**config.mk**
```make
export PLATFORM = sky130hd
export DESIGN_NAME = tbt_regs
export DESIGN_NICKNAME = d
export VERILOG_FILES = /design/src/logic/tbt_err_cnt.v /design/src/logic/tbt_gap_timer.v /design/src/logic/tbt_regs.v
export VERILOG_INCLUDE_DIRS = /design/src /design/src/logic
export SDC_FILE = /design/constraint.sdc
export NUM_CORES = 1
export LEC_CHECK = 0
export ABC_AREA = 1
export BUFFER_PORTS_ARGS = -buffer_cell sky130_fd_sc_hd__clkbuf_2
export CAP_MARGIN = 0
export CORE_MARGIN = 1
export CORE_UTILIZATION = 60
export CTS_BUF_LIST = sky130_fd_sc_hd__clkbuf_4
export DETAILED_ROUTE_END_ITERATION = 10
export MAX_ROUTING_LAYER = met4
export PLACE_DENSITY = 0.83
export SYNTH_ARGS = -nofsm -noshare
export SYNTH_HDL_FRONTEND = slang
export SYNTH_SLANG_ARGS = --single-unit
```
**constraint.sdc**
```tcl
create_clock -name clk -period 3.4 [get_ports clk]
set_input_delay 0.51 -clock clk [delete_from_list [all_inputs] [get_ports clk]]
set_output_delay 0.51 -clock clk [all_outputs]
set_load 0.005 [all_outputs]
```
**src/logic/tbt_map.vh**
```
// constants for the 10BASE-T control/status and test-pattern register pair
// assumes a 20 MHz core clock and a management front end that gives word strobes
// Functional notes
// - bits 11:9 hold squelch-on threshold code, reset 100 selects 330 mV peak
// - half-duplex 10 Mb echoes transmit data into receive path by default
// - echo disable bit suppresses that echo; general loopback stays untouched
// - link pulse disable bit 7 stops normal link pulses; 0 sends them, here only at 10 Mb with test-pattern enable bit 4 clear
// - forced link bit 6 reports good 10 Mb link; 0 follows detection
// - bit 4 is read-only latched-high inverted polarity, mirrored to status bit 12
// - reading control/status clears both polarity copies; status read leaves them
// - heartbeat disable bit 1 acts only in half-duplex 10 Mb
// - at 100 Mb or full duplex heartbeat stays off regardless
// - jabber disable bit 0 applies only to 10 Mb operation
// - self-test counts errored nibbles in read-only counter bits 15:8
// - error counter clears on self-test restart and saturates at maximum
// - continuous bit 5 makes self-test send unbroken pseudo-random data
// - test-pattern enable bit 4 turns the 10 Mb pattern generator on/off
// - gap between test sequences is 15 us when bit 2 set, else 10 us
// - pattern select 00/01 data with EOP0/EOP1, 10 link pulses, 11 tone
// - self-test pass flag latches its result and clears when self-test stops
`ifndef TBT_MAP_VH
`define TBT_MAP_VH

// register offsets on the management word address
`define TBT_ADDR_W 5
`define TBT_OFS_CTRL_STATUS 5'h1A
`define TBT_OFS_PATTERN_EXT 5'h1B

// control/status layout
`define TBT_SQUELCH_HI 11
`define TBT_SQUELCH_LO 9
`define TBT_ECHO_DIS_BIT 8
`define TBT_NLP_DIS_BIT 7
`define TBT_FORCE_LINK_BIT 6
`define TBT_POLARITY_BIT 4
`define TBT_SQE_DIS_BIT 1
`define TBT_GUARD_DIS_BIT 0
`define TBT_CS_RESET 16'h0804
`define TBT_CS_WR_MASK 16'hFFEF

// test-pattern / self-test extension layout
`define TBT_ERRCNT_HI 15
`define TBT_ERRCNT_LO 8
`define TBT_CONT_BIT 5
`define TBT_PAT_EN_BIT 4
`define TBT_GAP_SEL_BIT 2
`define TBT_PAT_SEL_HI 1
`define TBT_PAT_SEL_LO 0
`define TBT_PX_RESET 16'h0000
`define TBT_PX_WR_MASK 16'h00FF

// pattern codes
`define TBT_PAT_EOP0 2'h0
`define TBT_PAT_EOP1 2'h1
`define TBT_PAT_NLP 2'h2
`define TBT_PAT_TONE 2'h3

// timing
`define TBT_CLK_PERIOD_NS 50
`define TBT_GAP_SHORT_NS 10000
`define TBT_GAP_LONG_NS 15000
`define TBT_GAP_CNT_W 9

`endif

```
**src/logic/tbt_err_cnt.v**
```verilog
// saturating errored-nibble counter for packet self-test
// assumes restart is a one-cycle pulse and err is one pulse per errored nibble
`timescale 1ns/1ps
`default_nettype none

module tbt_err_cnt #(
	parameter WIDTH = 8
) (
	input wire clk,
	input wire srst,
	input wire clk_en,
	input wire restart,
	input wire run,
	input wire err,
	output reg [WIDTH-1:0] count_reg
);

	wire at_max;

	assign at_max = &count_reg;

	always @(posedge clk)
	begin
		if (srst)
		begin
			count_reg <= {WIDTH{1'b0}};
		end
		else if (clk_en)
		begin
			if (restart)
			begin
				count_reg <= {WIDTH{1'b0}};
			end
			else if (run && err && !at_max)
			begin
				// sticks at all ones so a long run cannot fake a low count
				count_reg <= count_reg + {{(WIDTH-1){1'b0}}, 1'b1};
			end
		end
	end

endmodule

`default_nettype wire

```
**src/logic/tbt_gap_timer.v**
```verilog
// sequencer that spaces 10 Mb test sequences by a selectable gap
// assumes seq_done is a one-cycle pulse from the pattern shifter at sequence end
`timescale 1ns/1ps
`default_nettype none

module tbt_gap_timer #(
	parameter CNT_W = 9,
	parameter [CNT_W-1:0] SHORT_CYC = 9'h0C8,
	parameter [CNT_W-1:0] LONG_CYC = 9'h12C
) (
	input wire clk,
	input wire srst,
	input wire clk_en,
	input wire enable,
	input wire long_sel,
	input wire seq_done,
	output reg seq_start_reg,
	output reg gap_busy_reg
);

	localparam [1:0] ST_OFF = 2'h0;
	localparam [1:0] ST_SEQ = 2'h1;
	localparam [1:0] ST_GAP = 2'h2;

	reg [1:0] state_reg;
	reg [CNT_W-1:0] cnt_reg;

	always @(posedge clk)
	begin
		if (srst)
		begin
			state_reg <= ST_OFF;
			cnt_reg <= {CNT_W{1'b0}};
			seq_start_reg <= 1'b0;
			gap_busy_reg <= 1'b0;
		end
		else if (clk_en)
		begin
			seq_start_reg <= 1'b0;
			if (!enable)
			begin
				state_reg <= ST_OFF;
				gap_busy_reg <= 1'b0;
			end
			else
			begin
				case (state_reg)
					ST_OFF:
					begin
						seq_start_reg <= 1'b1;
						state_reg <= ST_SEQ;
					end
					ST_SEQ:
					begin
						if (seq_done)
						begin
							// gap length is sampled at sequence end, not mid-gap
							cnt_reg <= long_sel ? LONG_CYC : SHORT_CYC;
							gap_busy_reg <= 1'b1;
							state_reg <= ST_GAP;
						end
					end
					ST_GAP:
					begin
						cnt_reg <= cnt_reg - {{(CNT_W-1){1'b0}}, 1'b1};
						if (cnt_reg == {{(CNT_W-1){1'b0}}, 1'b1})
						begin
							seq_start_reg <= 1'b1;
							gap_busy_reg <= 1'b0;
							state_reg <= ST_SEQ;
						end
					end
					default:
					begin
						state_reg <= ST_OFF;
					end
				endcase
			end
		end
	end

endmodule

`default_nettype wire

```
**src/logic/tbt_regs.v**
```verilog
// 10BASE-T control/status and test-pattern/self-test extension registers
// assumes the management front end turns serial frames into single-cycle word
// strobes, and that status inputs are synchronous to clk
`timescale 1ns/1ps
`default_nettype none
`include "tbt_map.vh"

module tbt_regs (
	input wire clk,
	input wire srst,
	input wire clk_en,
	input wire [`TBT_ADDR_W-1:0] reg_addr,
	input wire reg_wr_en,
	input wire reg_rd_en,
	input wire [15:0] reg_wdata,
	input wire half_duplex,
	input wire speed_100,
	input wire link_detect_10,
	input wire polarity_inverted_det,
	input wire selftest_start,
	input wire selftest_nibble_err,
	input wire selftest_result_valid,
	input wire selftest_result_pass,
	input wire pattern_seq_done,
	output reg [15:0] reg_rdata,
	output reg [2:0] squelch_code,
	output reg tx_echo_en,
	output reg nlp_tx_en,
	output reg link_good_10,
	output reg polarity_flag,
	output reg sqe_test_en,
	output reg overlong_tx_guard_en,
	output reg selftest_continuous,
	output reg selftest_pass_flag,
	output reg normal_tx_10_en,
	output reg slow_test_pattern_active,
	output reg [1:0] test_pattern_select,
	output wire pattern_seq_start,
	output wire pattern_gap_busy
);

	// cycle counts are worked out in integer range and cut to the counter width on purpose
	localparam integer GAP_SHORT_INT =
		(`TBT_GAP_SHORT_NS + `TBT_CLK_PERIOD_NS - 1) / `TBT_CLK_PERIOD_NS;
	localparam integer GAP_LONG_INT =
		(`TBT_GAP_LONG_NS + `TBT_CLK_PERIOD_NS - 1) / `TBT_CLK_PERIOD_NS;
	localparam [`TBT_GAP_CNT_W-1:0] GAP_SHORT_CYC = GAP_SHORT_INT[`TBT_GAP_CNT_W-1:0];
	localparam [`TBT_GAP_CNT_W-1:0] GAP_LONG_CYC = GAP_LONG_INT[`TBT_GAP_CNT_W-1:0];

	function addr_hit;
		input [`TBT_ADDR_W-1:0] addr;
		input [`TBT_ADDR_W-1:0] ofs;
		begin
			addr_hit = (addr == ofs);
		end
	endfunction

	reg [15:0] cs_reg;
	reg [15:0] px_reg;
	reg polarity_reg;
	reg start_d_reg;
	wire [7:0] err_count;
	wire cs_sel;
	wire px_sel;
	wire restart;
	wire ten_meg;
	wire pat_en;

	assign cs_sel = addr_hit(reg_addr, `TBT_OFS_CTRL_STATUS);
	assign px_sel = addr_hit(reg_addr, `TBT_OFS_PATTERN_EXT);
	assign restart = selftest_start & ~start_d_reg;
	assign ten_meg = ~speed_100;
	assign pat_en = px_reg[`TBT_PAT_EN_BIT];

	////////////////////////////////////////////////////////////////////////////
	// writable storage
	// reserved bits are plain storage; software is trusted to keep bit 2 high
	// and the rest low, so no hardware forcing is done here
	always @(posedge clk)
	begin
		if (srst)
		begin
			cs_reg <= `TBT_CS_RESET;
			px_reg <= `TBT_PX_RESET;
		end
		else if (clk_en && reg_wr_en)
		begin
			if (cs_sel)
			begin
				cs_reg <= (cs_reg & ~`TBT_CS_WR_MASK) | (reg_wdata & `TBT_CS_WR_MASK);
			end
			if (px_sel)
			begin
				px_reg <= (px_reg & ~`TBT_PX_WR_MASK) | (reg_wdata & `TBT_PX_WR_MASK);
			end
		end
	end

	////////////////////////////////////////////////////////////////////////////
	// latched-high polarity; a detect in the clearing read's cycle wins
	always @(posedge clk)
	begin
		if (srst)
		begin
			polarity_reg <= 1'b0;
		end
		else if (clk_en)
		begin
			if (polarity_inverted_det)
			begin
				polarity_reg <= 1'b1;
			end
			else if (reg_rd_en && cs_sel)
			begin
				polarity_reg <= 1'b0;
			end
		end
	end

	////////////////////////////////////////////////////////////////////////////
	// read port; the status-register mirror has no read path here, so its
	// reads cannot disturb the flag
	always @(posedge clk)
	begin
		if (srst)
		begin
			reg_rdata <= 16'h0000;
		end
		else if (clk_en && reg_rd_en)
		begin
			if (cs_sel)
			begin
				reg_rdata <= {cs_reg[15:5], polarity_reg, cs_reg[3:0]};
			end
			else if (px_sel)
			begin
				reg_rdata <= {err_count, px_reg[7:0]};
			end
			else
			begin
				reg_rdata <= 16'h0000;
			end
		end
	end

	////////////////////////////////////////////////////////////////////////////
	// self-test support
	always @(posedge clk)
	begin
		if (srst)
		begin
			start_d_reg <= 1'b0;
			selftest_pass_flag <= 1'b0;
		end
		else if (clk_en)
		begin
			start_d_reg <= selftest_start;
			if (!selftest_start)
			begin
				selftest_pass_flag <= 1'b0;
			end
			else if (selftest_result_valid)
			begin
				selftest_pass_flag <= selftest_result_pass;
			end
		end
	end

	tbt_err_cnt #(
		.WIDTH(8)
	) u_err_cnt (
		.clk(clk),
		.srst(srst),
		.clk_en(clk_en),
		.restart(restart),
		.run(selftest_start),
		.err(selftest_nibble_err),
		.count_reg(err_count)
	);

	////////////////////////////////////////////////////////////////////////////
	// 10 Mb test-pattern sequencing
	tbt_gap_timer #(
		.CNT_W(`TBT_GAP_CNT_W),
		.SHORT_CYC(GAP_SHORT_CYC),
		.LONG_CYC(GAP_LONG_CYC)
	) u_gap (
		.clk(clk),
		.srst(srst),
		.clk_en(clk_en),
		.enable(pat_en),
		.long_sel(px_reg[`TBT_GAP_SEL_BIT]),
		.seq_done(pattern_seq_done),
		.seq_start_reg(pattern_seq_start),
		.gap_busy_reg(pattern_gap_busy)
	);

	////////////////////////////////////////////////////////////////////////////
	// registered control outputs toward the analog and PCS blocks
	always @(posedge clk)
	begin
		if (srst)
		begin
			squelch_code <= 3'h4;
			tx_echo_en <= 1'b0;
			nlp_tx_en <= 1'b0;
			link_good_10 <= 1'b0;
			polarity_flag <= 1'b0;
			sqe_test_en <= 1'b0;
			overlong_tx_guard_en <= 1'b0;
			selftest_continuous <= 1'b0;
			normal_tx_10_en <= 1'b0;
			slow_test_pattern_active <= 1'b0;
			test_pattern_select <= 2'h0;
		end
		else if (clk_en)
		begin
			squelch_code <= cs_reg[`TBT_SQUELCH_HI:`TBT_SQUELCH_LO];
			// echo gating only; general loopback is muxed elsewhere
			tx_echo_en <= half_duplex & ten_meg & ~cs_reg[`TBT_ECHO_DIS_BIT];
			nlp_tx_en <= ten_meg & ~cs_reg[`TBT_NLP_DIS_BIT] & ~pat_en;
			link_good_10 <= cs_reg[`TBT_FORCE_LINK_BIT] | link_detect_10;
			polarity_flag <= polarity_reg;
			sqe_test_en <= half_duplex & ten_meg & ~cs_reg[`TBT_SQE_DIS_BIT];
			overlong_tx_guard_en <= ten_meg & ~cs_reg[`TBT_GUARD_DIS_BIT];
			selftest_continuous <= selftest_start & px_reg[`TBT_CONT_BIT];
			normal_tx_10_en <= ten_meg & ~pat_en;
			slow_test_pattern_active <= pat_en;
			test_pattern_select <= pat_en ? px_reg[`TBT_PAT_SEL_HI:`TBT_PAT_SEL_LO]
				: `TBT_PAT_EOP0;
		end
	end

endmodule

`default_nettype wire

```
# Word-level counts from Yosys, hierarchy flattened

Cells that the tools add are included.

Flip-flop bits (word level): 86
Input bits: 35
Logic and storage cells: 95

$add $sub $neg: 2
Equality and inequality tests: 10
Multiplexer cells: 23
Bitwise gates (word level): 19
Reductions and logical operators: 19

Operator list:

| cell                | number |
|---|---|
| $mux 16             | 2 |
| $mux 9              | 2 |
| $pmux 9 s2          | 1 |
| $mux 8              | 2 |
| $or 16x8->16        | 1 |
| $or 5x16->16        | 1 |
| $eq 5x5->1 const B  | 2 |
| $reduce_and 2->1    | 5 |
| $and 1x1->1         | 9 |
| $eq 9x1->1 const B  | 1 |
| $mux 1              | 9 |
| $sub 9x1->9 const B | 1 |
| $add 8x1->8 const B | 1 |
| $mux 2              | 4 |
| $reduce_and 4->1    | 2 |
| $reduce_and 8->1    | 1 |
| $not 1->1           | 7 |
| $pmux 2 s3          | 1 |
| $reduce_bool 2->1   | 3 |
| $logic_and 1x1->1   | 5 |
| $pmux 1 s2          | 2 |
| $ne 3x1->1 const B  | 1 |
| $ne 3x2->1 const B  | 1 |
| $ne 3x3->1 const B  | 1 |
| 8 further kinds     | 8 |

# Depth between registers and ports, before layout

Depth after elaboration: 5
Gate-level depth with buffers: 10
Mapped depth without buffers: 9

# Hierarchy

A second synthesis with hierarchy kept.

Cells, all modules: 575
Area, all modules: 3676.0 um^2

By module, submodules not included:

| module        | instances | cells an instance | area each (um^2) | sequential area each (um^2) |
|---|---|---|---|---|
| tbt_regs      | 1         | 367               | 2389.8           | 1121.1 |
| tbt_gap_timer | 1         | 116               | 749.5            | 260.2 |
| tbt_err_cnt   | 1         | 92                | 536.8            | 160.2 |

# Worst setup path before layout

Ideal clock, no wire load.

Kind: input port to flip-flop
Start: input port reg_addr[2]
End: register px_reg[4]
Library setup time: 0.122 ns
Arrival: 1.322 ns
Slack: 1.956 ns
Stages on the path: 8
Buffers on the path: 0
Cell sequence: inv_1 > nand2_1 > inv_1 > nand3_1 > nor2_1 > inv_2 > o21ai_0 > a21oi_1

Cells in the longest elaborated chain, start to end: 2

Ends and longest elaborated chain:

| what                              | line          | text |
|---|---|---|
| from (decl)                       | tbt_regs.v:12 | `` input wire [`TBT_ADDR_W-1:0] reg_addr, `` |
| $eq 5x5->1                        | tbt_regs.v:54 | `addr_hit = (addr == ofs);` |
| $reduce_and 2->1 (no source line) | -             |  |
| to (signal assigned)              | tbt_regs.v:84 | `` px_reg <= `TBT_PX_RESET; `` |
| to (signal assigned)              | tbt_regs.v:94 | `` px_reg <= (px_reg & ~`TBT_PX_WR_MASK) \| (reg_wdata & `TBT_PX_WR_MASK); `` |
| to (decl)                         | tbt_regs.v:59 | `reg [15:0] px_reg;` |

No other way between the ends.
A chain may end at the register's enable or synchronous reset.

# Worst setup path after layout

Start: input port clk_en
End: register cs_reg[14]

Cells in the longest elaborated chain, start to end: 2

Ends and longest elaborated chain:

| what                              | line          | text |
|---|---|---|
| from (decl)                       | tbt_regs.v:11 | `input wire clk_en,` |
| $logic_and 1x1->1                 | tbt_regs.v:86 | `else if (clk_en && reg_wr_en)` |
| $reduce_and 2->1 (no source line) | -             |  |
| to (signal assigned)              | tbt_regs.v:83 | `` cs_reg <= `TBT_CS_RESET; `` |
| to (signal assigned)              | tbt_regs.v:90 | `` cs_reg <= (cs_reg & ~`TBT_CS_WR_MASK) \| (reg_wdata & `TBT_CS_WR_MASK); `` |
| to (decl)                         | tbt_regs.v:58 | `reg [15:0] cs_reg;` |

No other way between the ends.

==> impl_metrics.toml <==
[finish]
area_growth_pct = 12.61
antennaDiodeCount = 0
largest_reg_flops = 16
layout.nets = 586
fillers = 483
drive_gt1_share_pct = 19.89

[setup_path]
crit_top_cell = "nand2_1"
reg2reg_depth = 8
criticalPathCategory = "input pin to register"
start_kind = "input pin"
arrival_ps = 2300
crit_fanout = 22
r2r_setup_slack_ps = 1900
endpoint_kind = "register"
crit_chain = "clkbuf_2, nand2_1, inv_1, nand2_1, inv_1, nand2_1, a21oi_1"
slowest_delay_ps = 490
critPathRequiredTime_ps = 3750
cp_slowest_cell = "inv_1"

[yosys]
synth.top_cell.area_share_pct = 44.38
yosys.area.top_type = "dfxtp_1"
ys_ff_latch = 77
synthTopCellsByCount = "nand2_1 (150), dfxtp_1 (77), inv_1 (49)"
netlist_area_sq_um = 3473
synth_edf_count = 0
synth_cell_types = 31
syn-num-nets = 524
netlist_top_cells_area = "dfxtp_1 (44%), nand2_1 (16%), a21oi_1 (6.6%)"
netlist_instances = 486
yosys_warnings = 0
avgSynthCellArea_sq_um = 7.147
synth-main-ff-cell = "dfxtp_1"
async_reset_ff_share_pct = 0
yosysSeqAreaShare_pct = 44.38
yosysMostFrequentCell = "nand2_1"

[floorplan]
die_area_sq_um = 6097
rows = 27
top_level_ports = 68
coreArea_sq_um = 5540
die_w_um = 78.09
die_y_um = 78.09
start_util_pct = 62.69

[clock_network]
clock_sinks = 77
htree_levels = 3
cts_root_buffer = "clkbuf_4"
cts_resized = 0
cts_setup_buffers = 0
clk_pin_slew_ps = 120
clkLatencyLatePin_ps = 420
cts_tree = "done"
cts_inserted_buffers = 9
cts_hold_buf = 0
clockBufferDepth = 2

[hold_path]
worstHoldPathType = "input pin to register"
worstHoldPathCells = 3

[power_and_ir_drop]
ir_worst_vdd_uv = 265.4
leakage_uw = 0.001841
p_total_uw = 1507
power_density_nw_per_um2 = 385.2

[placed_design]
hpwl_um = 5787
port_buffers = 67
place.gp.congestion = 0.8945
pre_cts_slack_ps = 1056

[timing]
rsz0062_at_grt = "false"
drv_slew = 0
fin_crit_ps = 1944
finClkSkew_ps = 8.422
worst_slack_ps = 1456
max_clock_freq_mhz = 514.5
hold_violations = 0
fin_tns_setup_ps = 0
finalSetupViolations = 0
tightest_slew_ps = 669.8
period_share_pct = 57.16
maxSlewHeadroom_pct = 55.24

[global_routing]
grt_max_degree = 36
grt_pass1_vias = 2968
grt_util_all_layers_pct = 29.29
grt_antenna_before_repair = 0
grt_first_pass_wirelength_um = 13510
grt-ovfl-total = 0

[run]
cap_violations = 0

[run_status]
status = "finished, final reports clean"

[routing]
via_per_inst = 5.323
ant_nets = 0
vias = 3327
totalWireLength_um = 8199
initialDrtViolationCount = 211
post_drt_wl_per_cell_um = 13.12
drt_pass1_iterations = 5
drc = 0
[worst max-delay path, delay by kind of cell]
family / cells / cell delay (ps)
buffers and inverters: 3 / 990
AO/OA/AOI/OAI: 1 / 150
AND/OR/NAND/NOR: 3 / 630
[final timing paths]
| check | from | endpoint |
|---|---|---|
| hold / removal | reg_wdata[11] | cs_reg[11] |
| hold reg to reg | u_gap.gap_busy_reg | u_gap.gap_busy_reg |
| setup / recovery | clk_en | cs_reg[14] |
| setup reg to reg | u_err_cnt.count_reg[0] | u_err_cnt.count_reg[2] |
[stage by stage]
| stage | area, sq um | cells | hold slack (ps) | utilization [%] |
|---|---|---|---|---|
| 2_1_floorplan | 3473 | 486 | 440.5 | - |
| 3_3_place_gp | 3796 | 609 | 447.5 | 68.52 |
| 3_5_place_dp | 3796 | 609 | 456.6 | 68.52 |
| 4_1_cts | 3911 | 625 | 262.4 | 70.60 |
| 5_1_grt | 3911 | 625 | 276.6 | 70.60 |
| 6_report | 3911 | 625 | 290.9 | 70.60 |
[cell families (layout without fill, tap and decap cells)]
logic type      Yosys count  in the layout  share of synthesized area, %
buf+inv                  72            139                         9.114
simple gates            255            255                         33.54
compound gates           77             77                         11.38
flops                    77             77                         44.38
fa+ha+maj                 3              3                         1.081
xor+xnor                  2              2                        0.5044
[cell type report]
class	instances	area, sq um	share of cell area, %
repair buffers	68	342.8	8.765
multi-input cells	337	1615	41.30
flip-flops and latches	77	1541	39.41
clock inverters	4	25.02	0.6398
clock buffers	12	90.09	2.303
well taps	72	90.09	2.303
inverters	55	206.4	5.278
[power breakdown]
group / total, uW / internal [uW] / switching (uW)
clock network: 485 / 173 / 312
logic: 101 / 35.4 / 65.5
registers: 921 / 914 / 7.31
[layout by cell type, fill, tap and decap left out, types with 2 or more instances in the layout]
master    Yosys  routed
a21oi_1      46      46
clkbuf_2      0      67
clkbuf_4      0      12
clkinv_1      1       2
dfxtp_1      77      77
ha_1          3       3
inv_1        49      49
inv_2         5       5
nand2_1     150     150
nand2_2       3       3
nand2_4       4       4
nand3_1      33      33
nand3_2       4       4
nand4_1       5       5
nor2_1       42      42
nor2_2        3       3
nor2_4        4       4
nor3_1        3       3
o21ai_0      27      27
xor2_1        2       2
[per-layer routing]
layer | vias up | wire length, um | GRT usage [%]
li1 | 1671 | - | -
met1 | 1517 | 3709 | 36.68
met2 | 126 | 3831 | 46.05
met3 | 13 | 553 | 6.977
met4 | 0 | 104 | 10.93
met5 | - | 0 | -
No activity file was read; power rests on OpenSTA's default activity.
